## src/verilog/rsd_pkg.sv

```systemverilog
// Summary of operation
// RULE1: Rotate right through carry into working register
// RULE2: Rotate keeps memory, changes only carry
// RULE3: Working register minus memory minus inverted carry
// RULE4: Carry cleared on negative, set otherwise
// RULE5: Borrow subtract result written to memory
// RULE6: Subtracts update six arithmetic flags
// RULE7: Decrement memory, write back, skip on zero
// RULE8: Taken skip takes three instruction cycles
// RULE9: Decrement into working register, memory kept
// RULE10: Non-zero decrement continues without skipping
// RULE11: Decrement-and-skip leaves all flags unchanged
package rsd_pkg;

    typedef enum logic [2:0] {
        OP_ROT_RC_WREG = 3'h0,
        OP_SUB_BRW_WREG = 3'h1,
        OP_SUB_BRW_MEM = 3'h2,
        OP_DEC_SKZ_MEM = 3'h3,
        OP_DEC_SKZ_WREG = 3'h4
    } rsd_op_type;

    typedef enum logic {
        ST_IDLE = 1'b0,
        ST_DUMMY = 1'b1
    } rsd_st_type;

    // Flag vector bit positions
    localparam int FLG_C = 0;
    localparam int FLG_AC = 1;
    localparam int FLG_Z = 2;
    localparam int FLG_OV = 3;
    localparam int FLG_SC = 4;
    localparam int FLG_CZ = 5;

    localparam logic [5:0] FLAGS_NONE = 6'h00;
    localparam logic [5:0] FLAGS_CARRY = 6'h01;
    localparam logic [5:0] FLAGS_ALL = 6'h3F;

    // Busy cycles of a taken skip, counting the result cycle itself
    localparam logic [1:0] DUMMY_CYCLES = 2'h2;

    localparam logic [7:0] BYTE_ZERO = 8'h00;
    localparam logic [7:0] BYTE_ONE = 8'h01;
    localparam logic [1:0] CNT_ZERO = 2'h0;
    localparam logic [1:0] CNT_ONE = 2'h1;

endpackage

```

## src/verilog/rsd_calc_if.sv

```systemverilog
`timescale 1ns/1ns
`default_nettype none
interface rsd_calc_if;
    import rsd_pkg::*;
    rsd_op_type op;
    logic [7:0] mem;
    logic [7:0] wreg;
    logic carry;
    logic cz_in;
    logic [7:0] result;
    logic [5:0] flags;
    logic [5:0] flags_we;
    logic to_wreg;
    logic to_mem;
    logic skip;

    modport calc (
        input op, mem, wreg, carry, cz_in,
        output result, flags, flags_we, to_wreg, to_mem, skip
    );
    modport core (
        output op, mem, wreg, carry, cz_in,
        input result, flags, flags_we, to_wreg, to_mem, skip
    );
endinterface
`default_nettype wire

```

## src/verilog/rsd_calc.sv

```systemverilog
`timescale 1ns/1ns
`default_nettype none
module rsd_calc
    import rsd_pkg::*;
(
    rsd_calc_if.calc cif
);

    logic [8:0] diff;
    logic [4:0] low_diff;

    function automatic logic is_zero(input logic [7:0] value);
        return value == BYTE_ZERO;
    endfunction

    // RULE3: borrow inclusive difference
    assign diff = {1'b0, cif.wreg} - {1'b0, cif.mem} - {8'h00, ~cif.carry};
    assign low_diff = {1'b0, cif.wreg[3:0]} - {1'b0, cif.mem[3:0]} - {4'h0, ~cif.carry};

    always_comb begin
        cif.result = BYTE_ZERO;
        cif.flags = FLAGS_NONE;
        cif.flags_we = FLAGS_NONE;
        cif.to_wreg = 1'b0;
        cif.to_mem = 1'b0;
        cif.skip = 1'b0;
        unique case (cif.op)
            OP_ROT_RC_WREG: begin
                // RULE1: rotate through carry
                cif.result = {cif.carry, cif.mem[7:1]};
                cif.flags[FLG_C] = cif.mem[0];
                // RULE2: only carry written
                cif.flags_we = FLAGS_CARRY;
                cif.to_wreg = 1'b1;
            end
            OP_SUB_BRW_WREG, OP_SUB_BRW_MEM: begin
                cif.result = diff[7:0];
                // RULE4: carry means no borrow
                cif.flags[FLG_C] = ~diff[8];
                // RULE6: six flags updated
                cif.flags[FLG_AC] = ~low_diff[4];
                cif.flags[FLG_Z] = is_zero(diff[7:0]);
                cif.flags[FLG_OV] = (cif.wreg[7] != cif.mem[7]) && (diff[7] != cif.wreg[7]);
                cif.flags[FLG_SC] = (cif.wreg[7] != cif.mem[7]) ? cif.wreg[7] : diff[7];
                cif.flags[FLG_CZ] = is_zero(diff[7:0]) && cif.cz_in;
                cif.flags_we = FLAGS_ALL;
                // RULE5: destination select
                cif.to_wreg = (cif.op == OP_SUB_BRW_WREG);
                cif.to_mem = (cif.op == OP_SUB_BRW_MEM);
            end
            OP_DEC_SKZ_MEM, OP_DEC_SKZ_WREG: begin
                // RULE11: flags left alone
                cif.flags_we = FLAGS_NONE;
                // RULE7: decrement and test
                cif.result = cif.mem - BYTE_ONE;
                cif.skip = (cif.mem == BYTE_ONE);
                // RULE9: destination select
                cif.to_wreg = (cif.op == OP_DEC_SKZ_WREG);
                cif.to_mem = (cif.op == OP_DEC_SKZ_MEM);
            end
            default: begin
                cif.result = BYTE_ZERO;
            end
        endcase
    end

endmodule // rsd_calc
`default_nettype wire

```

## src/verilog/rsd_alu.sv

```systemverilog
`timescale 1ns/1ns
`default_nettype none
module rsd_alu
    import rsd_pkg::*;
(
    input wire logic CLK_I,
    input wire logic RST_N_I,
    input wire logic OP_VALID_I,
    input wire logic [2:0] OP_CODE_I,
    input wire logic [7:0] MEM_DATA_I,
    input wire logic [7:0] WREG_I,
    input wire logic CARRY_I,
    input wire logic CZ_I,
    output logic BUSY_O,
    output logic DONE_O,
    output logic WREG_WE_O,
    output logic [7:0] WREG_DATA_O,
    output logic MEM_WE_O,
    output logic [7:0] MEM_DATA_O,
    output logic [5:0] FLAGS_WE_O,
    output logic [5:0] FLAGS_O,
    output logic SKIP_O
);

    typedef struct packed {
        rsd_st_type st;
        logic [1:0] cnt;
        logic busy;
        logic done;
        logic wreg_we;
        logic [7:0] wreg_data;
        logic mem_we;
        logic [7:0] mem_data;
        logic [5:0] flags_we;
        logic [5:0] flags;
        logic skip;
    } rsd_state_type;

    localparam rsd_state_type STATE_RESET = '{
        st: ST_IDLE, cnt: CNT_ZERO, busy: 1'b0, done: 1'b0, wreg_we: 1'b0,
        wreg_data: BYTE_ZERO, mem_we: 1'b0, mem_data: BYTE_ZERO,
        flags_we: FLAGS_NONE, flags: FLAGS_NONE, skip: 1'b0
    };

    rsd_state_type state_q;
    rsd_state_type state_d;
    logic accept;

    rsd_calc_if cif ();

    assign accept = OP_VALID_I && !state_q.busy;
    assign cif.op = rsd_op_type'(OP_CODE_I);
    assign cif.mem = MEM_DATA_I;
    assign cif.wreg = WREG_I;
    assign cif.carry = CARRY_I;
    assign cif.cz_in = CZ_I;

    rsd_calc u_calc (
        .cif(cif)
    );

    ////////////////////////////////////////////////////////////////////////////////
    always_comb begin
        state_d = state_q;
        state_d.done = 1'b0;
        state_d.wreg_we = 1'b0;
        state_d.mem_we = 1'b0;
        state_d.flags_we = FLAGS_NONE;
        state_d.skip = 1'b0;
        unique case (state_q.st)
            ST_IDLE: begin
                if (accept) begin
                    state_d.done = 1'b1;
                    state_d.wreg_we = cif.to_wreg;
                    state_d.mem_we = cif.to_mem;
                    state_d.wreg_data = cif.result;
                    state_d.mem_data = cif.result;
                    state_d.flags_we = cif.flags_we;
                    state_d.flags = cif.flags;
                    // RULE10: skip only on zero
                    state_d.skip = cif.skip;
                    // RULE8: dummy cycles follow
                    if (cif.skip) begin
                        state_d.st = ST_DUMMY;
                        state_d.cnt = DUMMY_CYCLES;
                        state_d.busy = 1'b1;
                    end
                end
            end
            ST_DUMMY: begin
                state_d.cnt = state_q.cnt - CNT_ONE;
                if (state_q.cnt == CNT_ONE) begin
                    state_d.st = ST_IDLE;
                    state_d.busy = 1'b0;
                end
            end
        endcase
    end

    always_ff @(posedge CLK_I or negedge RST_N_I) begin
        if (!RST_N_I) begin
            state_q <= STATE_RESET;
        end else begin
            state_q <= state_d;
        end
    end

    assign BUSY_O = state_q.busy;
    assign DONE_O = state_q.done;
    assign WREG_WE_O = state_q.wreg_we;
    assign WREG_DATA_O = state_q.wreg_data;
    assign MEM_WE_O = state_q.mem_we;
    assign MEM_DATA_O = state_q.mem_data;
    assign FLAGS_WE_O = state_q.flags_we;
    assign FLAGS_O = state_q.flags;
    assign SKIP_O = state_q.skip;

    ////////////////////////////////////////////////////////////////////////////////
    // Checks
    logic acc_rot;
    logic acc_sbw;
    logic acc_sbm;
    logic acc_dzm;
    logic acc_dzw;
    logic [8:0] exp_diff;
    logic [8:0] exp_sdiff;
    logic exp_nib_ok;

    assign acc_rot = accept && (OP_CODE_I == OP_ROT_RC_WREG);
    assign acc_sbw = accept && (OP_CODE_I == OP_SUB_BRW_WREG);
    assign acc_sbm = accept && (OP_CODE_I == OP_SUB_BRW_MEM);
    assign acc_dzm = accept && (OP_CODE_I == OP_DEC_SKZ_MEM);
    assign acc_dzw = accept && (OP_CODE_I == OP_DEC_SKZ_WREG);
    assign exp_diff = {1'b0, WREG_I} - {1'b0, MEM_DATA_I} - {8'h00, ~CARRY_I};
    // Sign-extended operands give the true signed result in nine bits
    assign exp_sdiff = {WREG_I[7], WREG_I} - {MEM_DATA_I[7], MEM_DATA_I} - {8'h00, ~CARRY_I};
    assign exp_nib_ok = {1'b0, WREG_I[3:0]} >= {1'b0, MEM_DATA_I[3:0]} + {4'h0, ~CARRY_I};
endmodule // rsd_alu
`default_nettype wire

```

## config.mk

```make
export PLATFORM = sky130hd
export DESIGN_NAME = rsd_alu
export DESIGN_NICKNAME = d
export VERILOG_FILES = /design/src/verilog/rsd_pkg.sv /design/src/verilog/rsd_calc_if.sv /design/src/verilog/rsd_calc.sv /design/src/verilog/rsd_alu.sv
export SDC_FILE = /design/constraint.sdc
export NUM_CORES = 1
export LEC_CHECK = 0
export ABC_AREA = 1
export BUFFER_PORTS_ARGS = -buffer_cell sky130_fd_sc_hd__buf_2
export CORE_MARGIN = 2
export CORE_UTILIZATION = 45
export CTS_BUF_LIST = sky130_fd_sc_hd__clkbuf_2 sky130_fd_sc_hd__clkbuf_4 sky130_fd_sc_hd__clkbuf_8
export DETAILED_ROUTE_END_ITERATION = 7
export GPL_TIMING_DRIVEN = 0
export PLACE_DENSITY_LB_ADDON = 0.1
export SLEW_MARGIN = 40
export SYNTH_ARGS = -nofsm -noshare
export SYNTH_HDL_FRONTEND = slang
export SYNTH_SLANG_ARGS = --single-unit
```

## constraint.sdc

```tcl
create_clock -name CLK_I -period 1.4 [get_ports CLK_I]
set_clock_uncertainty 0.15 [all_clocks]
set_input_delay 0.07 -clock CLK_I [delete_from_list [all_inputs] [get_ports CLK_I]]
set_output_delay 0.07 -clock CLK_I [all_outputs]
set_load 0.005 [all_outputs]
```

==> out/metrics.csv, run 1 <==
metric,value,unit
HP Start,OP_VALID_I,
clk slew on worst S/H paths,0.09,ns
First-pass DRT Iterations,6,
core area,4440,um^2
status,"finished, violations left",
# port buffers,56,
HP Class,input port to register,
Worst Path Max Fanout,2,
diode count,0,
synthesis-to-finish area growth,41.7,%
Max Freq,0.619,GHz
fraction of layout cells with a size suffix above 1,42.0,%
Root Buffer,clkbuf_8,
CP endpoint kind,register,
DIE WIDTH,72.4,um
Min-Delay Endpoint,BUSY_O,
fin area,2990,um^2
DRC Markers,0,
Initial Util,47.4,%
Max Cap Viol,0,
Longest Clk Path Bufs,2,
synth unique cells,30,
Final Wtd Congestion,0.894,
Cell Rows,24,
I/O pin count,57,
largest net degree at the start of global routing,25,
worst path required time,1.46,ns
warnings from Yosys,0,
Leak,0.00171,uW
post-synthesis cell area,2110,um^2
via count,2064,
TritonCTS Buffers,3,
Mean Syn Cell Area,6.98,um^2
FILL cells,397,
HPWL Detailed,3.71,mm
Area after DPL,2510,um^2
CTS tree,done,
DR WL/cell,11.9,um
pwr dens,823,nW/um^2
"Arr. time, crit path",1.67,ns
Die Ht,72.4,um
Total GRT Usage,19.7,%
worst setup margin,-0.215,ns
Worst setup SP type,input port,
Via density,4.74,
min Tclk post-route,1.62,ns
relative slew slack,64.2,%
Reg2Reg Depth,7,
Post-Syn Nets,344,
antenna violations before repair,0,
Congestion Overflow GR,0,
nets,426,
Seq. cell area,601,um^2
Final Max Slew Viols,0,
Max VDD drop,495,uV
launching point of the worst reg2reg path,BUSY_O,
first-pass GRT wire length,8.21,mm
Sink Count,24,
Final Hold Fails,0,
1st-iter DRT viols,68,
htree depth,1,
reg2reg setup slack,-0.05,ns
failing checks,negative setup slack,
die area,5250,um^2
reg2reg end,FLAGS_O[5],
hold path depth,5,
"most common cell after layout, fill and taps aside",nand2_1,
routed wire length,5.18,mm
"flops & latches, synth",24,
Hold Slack,0.0589,ns
multi-input logic area,1340,um^2
most frequent cells in the layout,"78 x nand2_1, 54 x buf_2, 47 x inv_1",
kind of critical path,input port to register,
fin crit share,115,%
Post-Synthesis Cells,302,
Setup Viol. Count Final,13,
clk_lat worst skew,0.26,ns
Least-Margin Pin Slew,0.537,ns
register area share after synthesis,28.5,%
post-route ant nets,0,
RSZ-0062 raised after global routing,true,
number of global-route vias before repair,1918,
-- cell type report --
| class | count | area share [%] |
|---|---|---|
| multi-input cells | 192 | 44.8 |
| flip-flops and latches | 24 | 20.1 |
| repair buffers | 77 | 16.3 |
| plain buffers | 30 | 7.46 |
| inverters | 56 | 7.21 |
| well taps | 52 | 2.18 |
| clock buffers | 4 | 1.84 |
-- critical path, stage by stage --
cell,delay (ns)
buf_8,0.07
inv_4,0.03
fa_2,0.37
inv_2,0.09
fa_2,0.44
inv_2,0.08
nand2_2,0.05
nor2_2,0.12
nand3_2,0.08
nor2_2,0.13
nand3_1,0.08
nand2_1,0.07
-- Yosys cell counts, drive strengths merged --
library cell | count | area share, %
inv | 56 | 10
fa | 2 | 1.9
a211oi | 1 | 0.36
o21ai | 6 | 1.4
ha | 16 | 9.5
nand2 | 97 | 18
buf | 30 | 10
nor2 | 24 | 5.6
nand3 | 20 | 5.0
xor2 | 2 | 0.83
a21boi | 1 | 0.36
o211ai | 3 | 1.1
nand4 | 7 | 2.1
nand3b | 2 | 0.71
a21o | 1 | 0.36
o221ai | 2 | 0.83
dfrtp | 24 | 29
a21oi | 6 | 2.5
or2 | 1 | 0.30
o22ai | 1 | 0.30
-- where the power goes --
part / internal, uW / switching [uW] / total (uW)
Sequential: 773 / 53.2 / 826
Combinational: 569 / 593 / 1160
Clock: 251 / 219 / 469
-- logic make-up (layout without fill, tap and decap cells) --
kind of cell | Yosys count | count (layout) | share of synthesized area, %
xor gates and xnor gates | 2 | 2 | 0.832
AOI/OAI and AO/OA | 21 | 21 | 7.19
DFF | 24 | 24 | 28.5
buffers and inverters | 86 | 167 | 20.4
adders and majority gates | 18 | 18 | 11.4
and+or+nand+nor | 151 | 151 | 31.7
-- state kept, by name, summed over array words and instances (netlist names) --
register	cells
BUSY_O	1
FLAGS_O	6
MEM_DATA_O	8
state_q	3
WREG_WE_O	1
SKIP_O	1
DONE_O	1
FLAGS_WE_O	2
MEM_WE_O	1
-- stage by stage --
step | power, uW | std cells | util, % | setup TNS [ns] | worst slack, ns
after floorplan | 1460 | 302 | - | -1.68 | -0.239
after global placement | 1720 | 410 | 56.4 | -5.10 | -0.535
after detailed placement | 1740 | 410 | 56.4 | -5.38 | -0.548
after CTS | 2360 | 429 | 63.6 | -1.56 | -0.193
after global routing | 2630 | 435 | 67.2 | -2.73 | -0.304
final | 2460 | 435 | 67.2 | -1.54 | -0.215
-- metal layers --
metal  wire, um  track usage (%)
met1       2430             26.0
met3        161             1.94
met4         75             4.94
met2       2510             34.7
met5          0                0
-- worst max-delay path by stage --
stage	from	endpoint	slack, ns	cells after the start
after floorplan	MEM_DATA_I[0]	FLAGS_O[5]	-0.24	12
after global placement	MEM_DATA_I[0]	MEM_DATA_O[7]	-0.54	14
after detailed placement	MEM_DATA_I[0]	MEM_DATA_O[7]	-0.55	14
after CTS	CARRY_I	FLAGS_O[5]	-0.19	12
after global routing	WREG_I[0]	FLAGS_O[5]	-0.30	16
final	WREG_I[0]	FLAGS_O[5]	-0.22	12
-- repair_timing --
| item | 4_1_cts | 5_1_grt |
|---|---|---|
| setup buffers | 9 | 5 |
| hold buffers | 6 | 3 |
| setup endpoints to repair | 16 | 19 |
| pin swaps | 23 | 25 |
| endpoints found under the hold margin | 30 | 1 |
| gates resized for setup | 30 | 25 |
Power figures use the tool's default switching activity.
==> run 2, diff against run 1 <==
- CORE_ASPECT_RATIO: unset -> 0.9
==> run 2 against run 1 <==
The flow finishes with violations (negative hold slack, negative setup slack). Routed wire length shrank 2.1%. Global-route usage is essentially flat. Sequential cell count is the same. First-iteration DRC count shrank 16%. Via count grew 0.15%. Largest cell class unchanged.
==> out/metrics.csv, run 2 (synthesis results as in run 1) <==
metric,value,unit
via count,2067,
DR WL/cell,11.4,um
number of flip-flops in the largest register,8,
"most common cell after layout, fill and taps aside",nand2_1,
status,"finished, violations left",
Hold Slack,-0.0199,ns
CTS tree,done,
First-pass DRT Iterations,4,
first-pass GRT wire length,8.29,mm
Sum Neg Setup Slack,-1.38,ns
1st-iter DRT viols,57,
Root Buffer,clkbuf_8,
Seq. cell area,601,um^2
CP endpoint kind,register,
DIE WIDTH,76.1,um
Total GRT Usage,19.7,%
FILL cells,414,
Place WS,-0.537,ns
die area,5250,um^2
HP Class,input port to register,
Setup Viol. Count Final,12,
failing checks,"negative hold slack, negative setup slack",
Longest Clk Path Bufs,2,
Final Hold Fails,1,
placed cell count,420,
multi-input logic area,1310,um^2
Final Max Slew Viols,0,
Worst setup SP type,input port,
Congestion Overflow GR,0,
fin area,2980,um^2
diode count,0,
post-route ant nets,0,
pwr dens,862,nW/um^2
htree depth,1,
Worst Path Max Fanout,4,
TritonCTS Buffers,3,
Max VDD drop,390,uV
routed wire length,5.07,mm
relative slew slack,63.1,%
fraction of layout cells with a size suffix above 1,42.9,%
Final Wtd Congestion,0.865,
worst path required time,1.46,ns
Area after DPL,2520,um^2
I/O pin count,57,
largest net degree at the start of global routing,25,
core area,4490,um^2
RSZ-0062 raised after global routing,true,
total power draw,2570,uW
most frequent cells in the layout,"77 x nand2_1, 53 x buf_2, 44 x inv_1",
clk_lat worst skew,0.27,ns
Least-Margin Pin Slew,0.553,ns
DRC Markers,0,
Max Cap Viol,0,
Die Ht,68.9,um
Max Freq,0.623,GHz
Initial Util,46.9,%
# port buffers,56,
kind of critical path,input port to register,
"Arr. time, crit path",1.66,ns
Leak,0.00170,uW
HPWL Detailed,3.71,mm
Cell Rows,23,
synthesis-to-finish area growth,41.4,%
number of global-route vias before repair,1847,
fin crit share,115,%
Via density,4.66,
clk slew on worst S/H paths,0.08,ns
antenna violations before repair,0,
nets,425,
min Tclk post-route,1.61,ns
Sink Count,24,
worst setup margin,-0.206,ns
Post-Layout Cell Count,444,
[run 2: cell count changes in the layout (fill, tap and decap cells not counted), sizes merged]
cell and delta:
buf -1, bufinv +1, clkbuf -1, dlymetal6s4s +1, dlygate4sd3 -1
[run 2: critical path, stage by stage]
cell     delay [ns]
buf_8          0.07
inv_4          0.03
fa_2           0.37
inv_2          0.10
ha_4           0.21
nand2_4        0.07
nand3_4        0.08
nand2_2        0.09
nand4_1        0.18
nand2_4        0.15
buf_4          0.11
nand3_1        0.06
nand3_1        0.06
[run 2: metal layers]
layer	global-route usage [%]	wire [um]	up-vias
met5	0	0	-
met4	4.55	27	0
met3	2.99	236	2
met2	35.2	2340	62
met1	26.0	2460	939
li1	-	-	1064
[run 2: where the power goes]
part	switching, uW	internal (uW)
clock	235	382
combinational	574	547
sequential	56.5	773
total	866	1700
[run 2: timing repair]
item                                   CTS  global route
gates resized for setup                 37            18
setup endpoints to repair               16            18
pin swaps                               15            18
endpoints found under the hold margin   30             1
setup buffers                            3             9
hold buffers                             7             2
[run 2: through the flow]
| step | hold WS [ns] | utilization [%] |
|---|---|---|
| finish | -0.0199 | 66.4 |
| global route | 0.00435 | 66.4 |
| CTS | -0.114 | 63.5 |
| detailed placement | -0.0480 | 56.2 |
| global placement | -0.0504 | 56.2 |
| floorplan | -0.376 | - |
[run 2: worst paths after layout]
path	endpoint	from	slack [ns]	cells past startpoint
max	FLAGS_O[4]	CARRY_I	-0.21	13
min	FLAGS_WE_O[0]	OP_CODE_I[0]	-0.02	4
max reg2reg	FLAGS_O[0]	BUSY_O	0.01	7
min reg2reg	FLAGS_O[5]	FLAGS_O[5]	0.35	2
max in group asynchronous	WREG_WE_O	RST_N_I	0.56	2
min in group asynchronous	FLAGS_O[3]	RST_N_I	0.16	2
[run 2: area by class of cell]
class                           instances  share of cell area, %
Timing Repair Buffer                   76                   16.0
Clock buffer                            3                   1.39
Multi-Input combinational cell        192                   44.1
Sequential cell                        24                   20.2
Clock inverter                          1                   1.01
Buffer                                 30                   7.48
Inverter                               56                   7.22
Tap cell                               62                   2.60
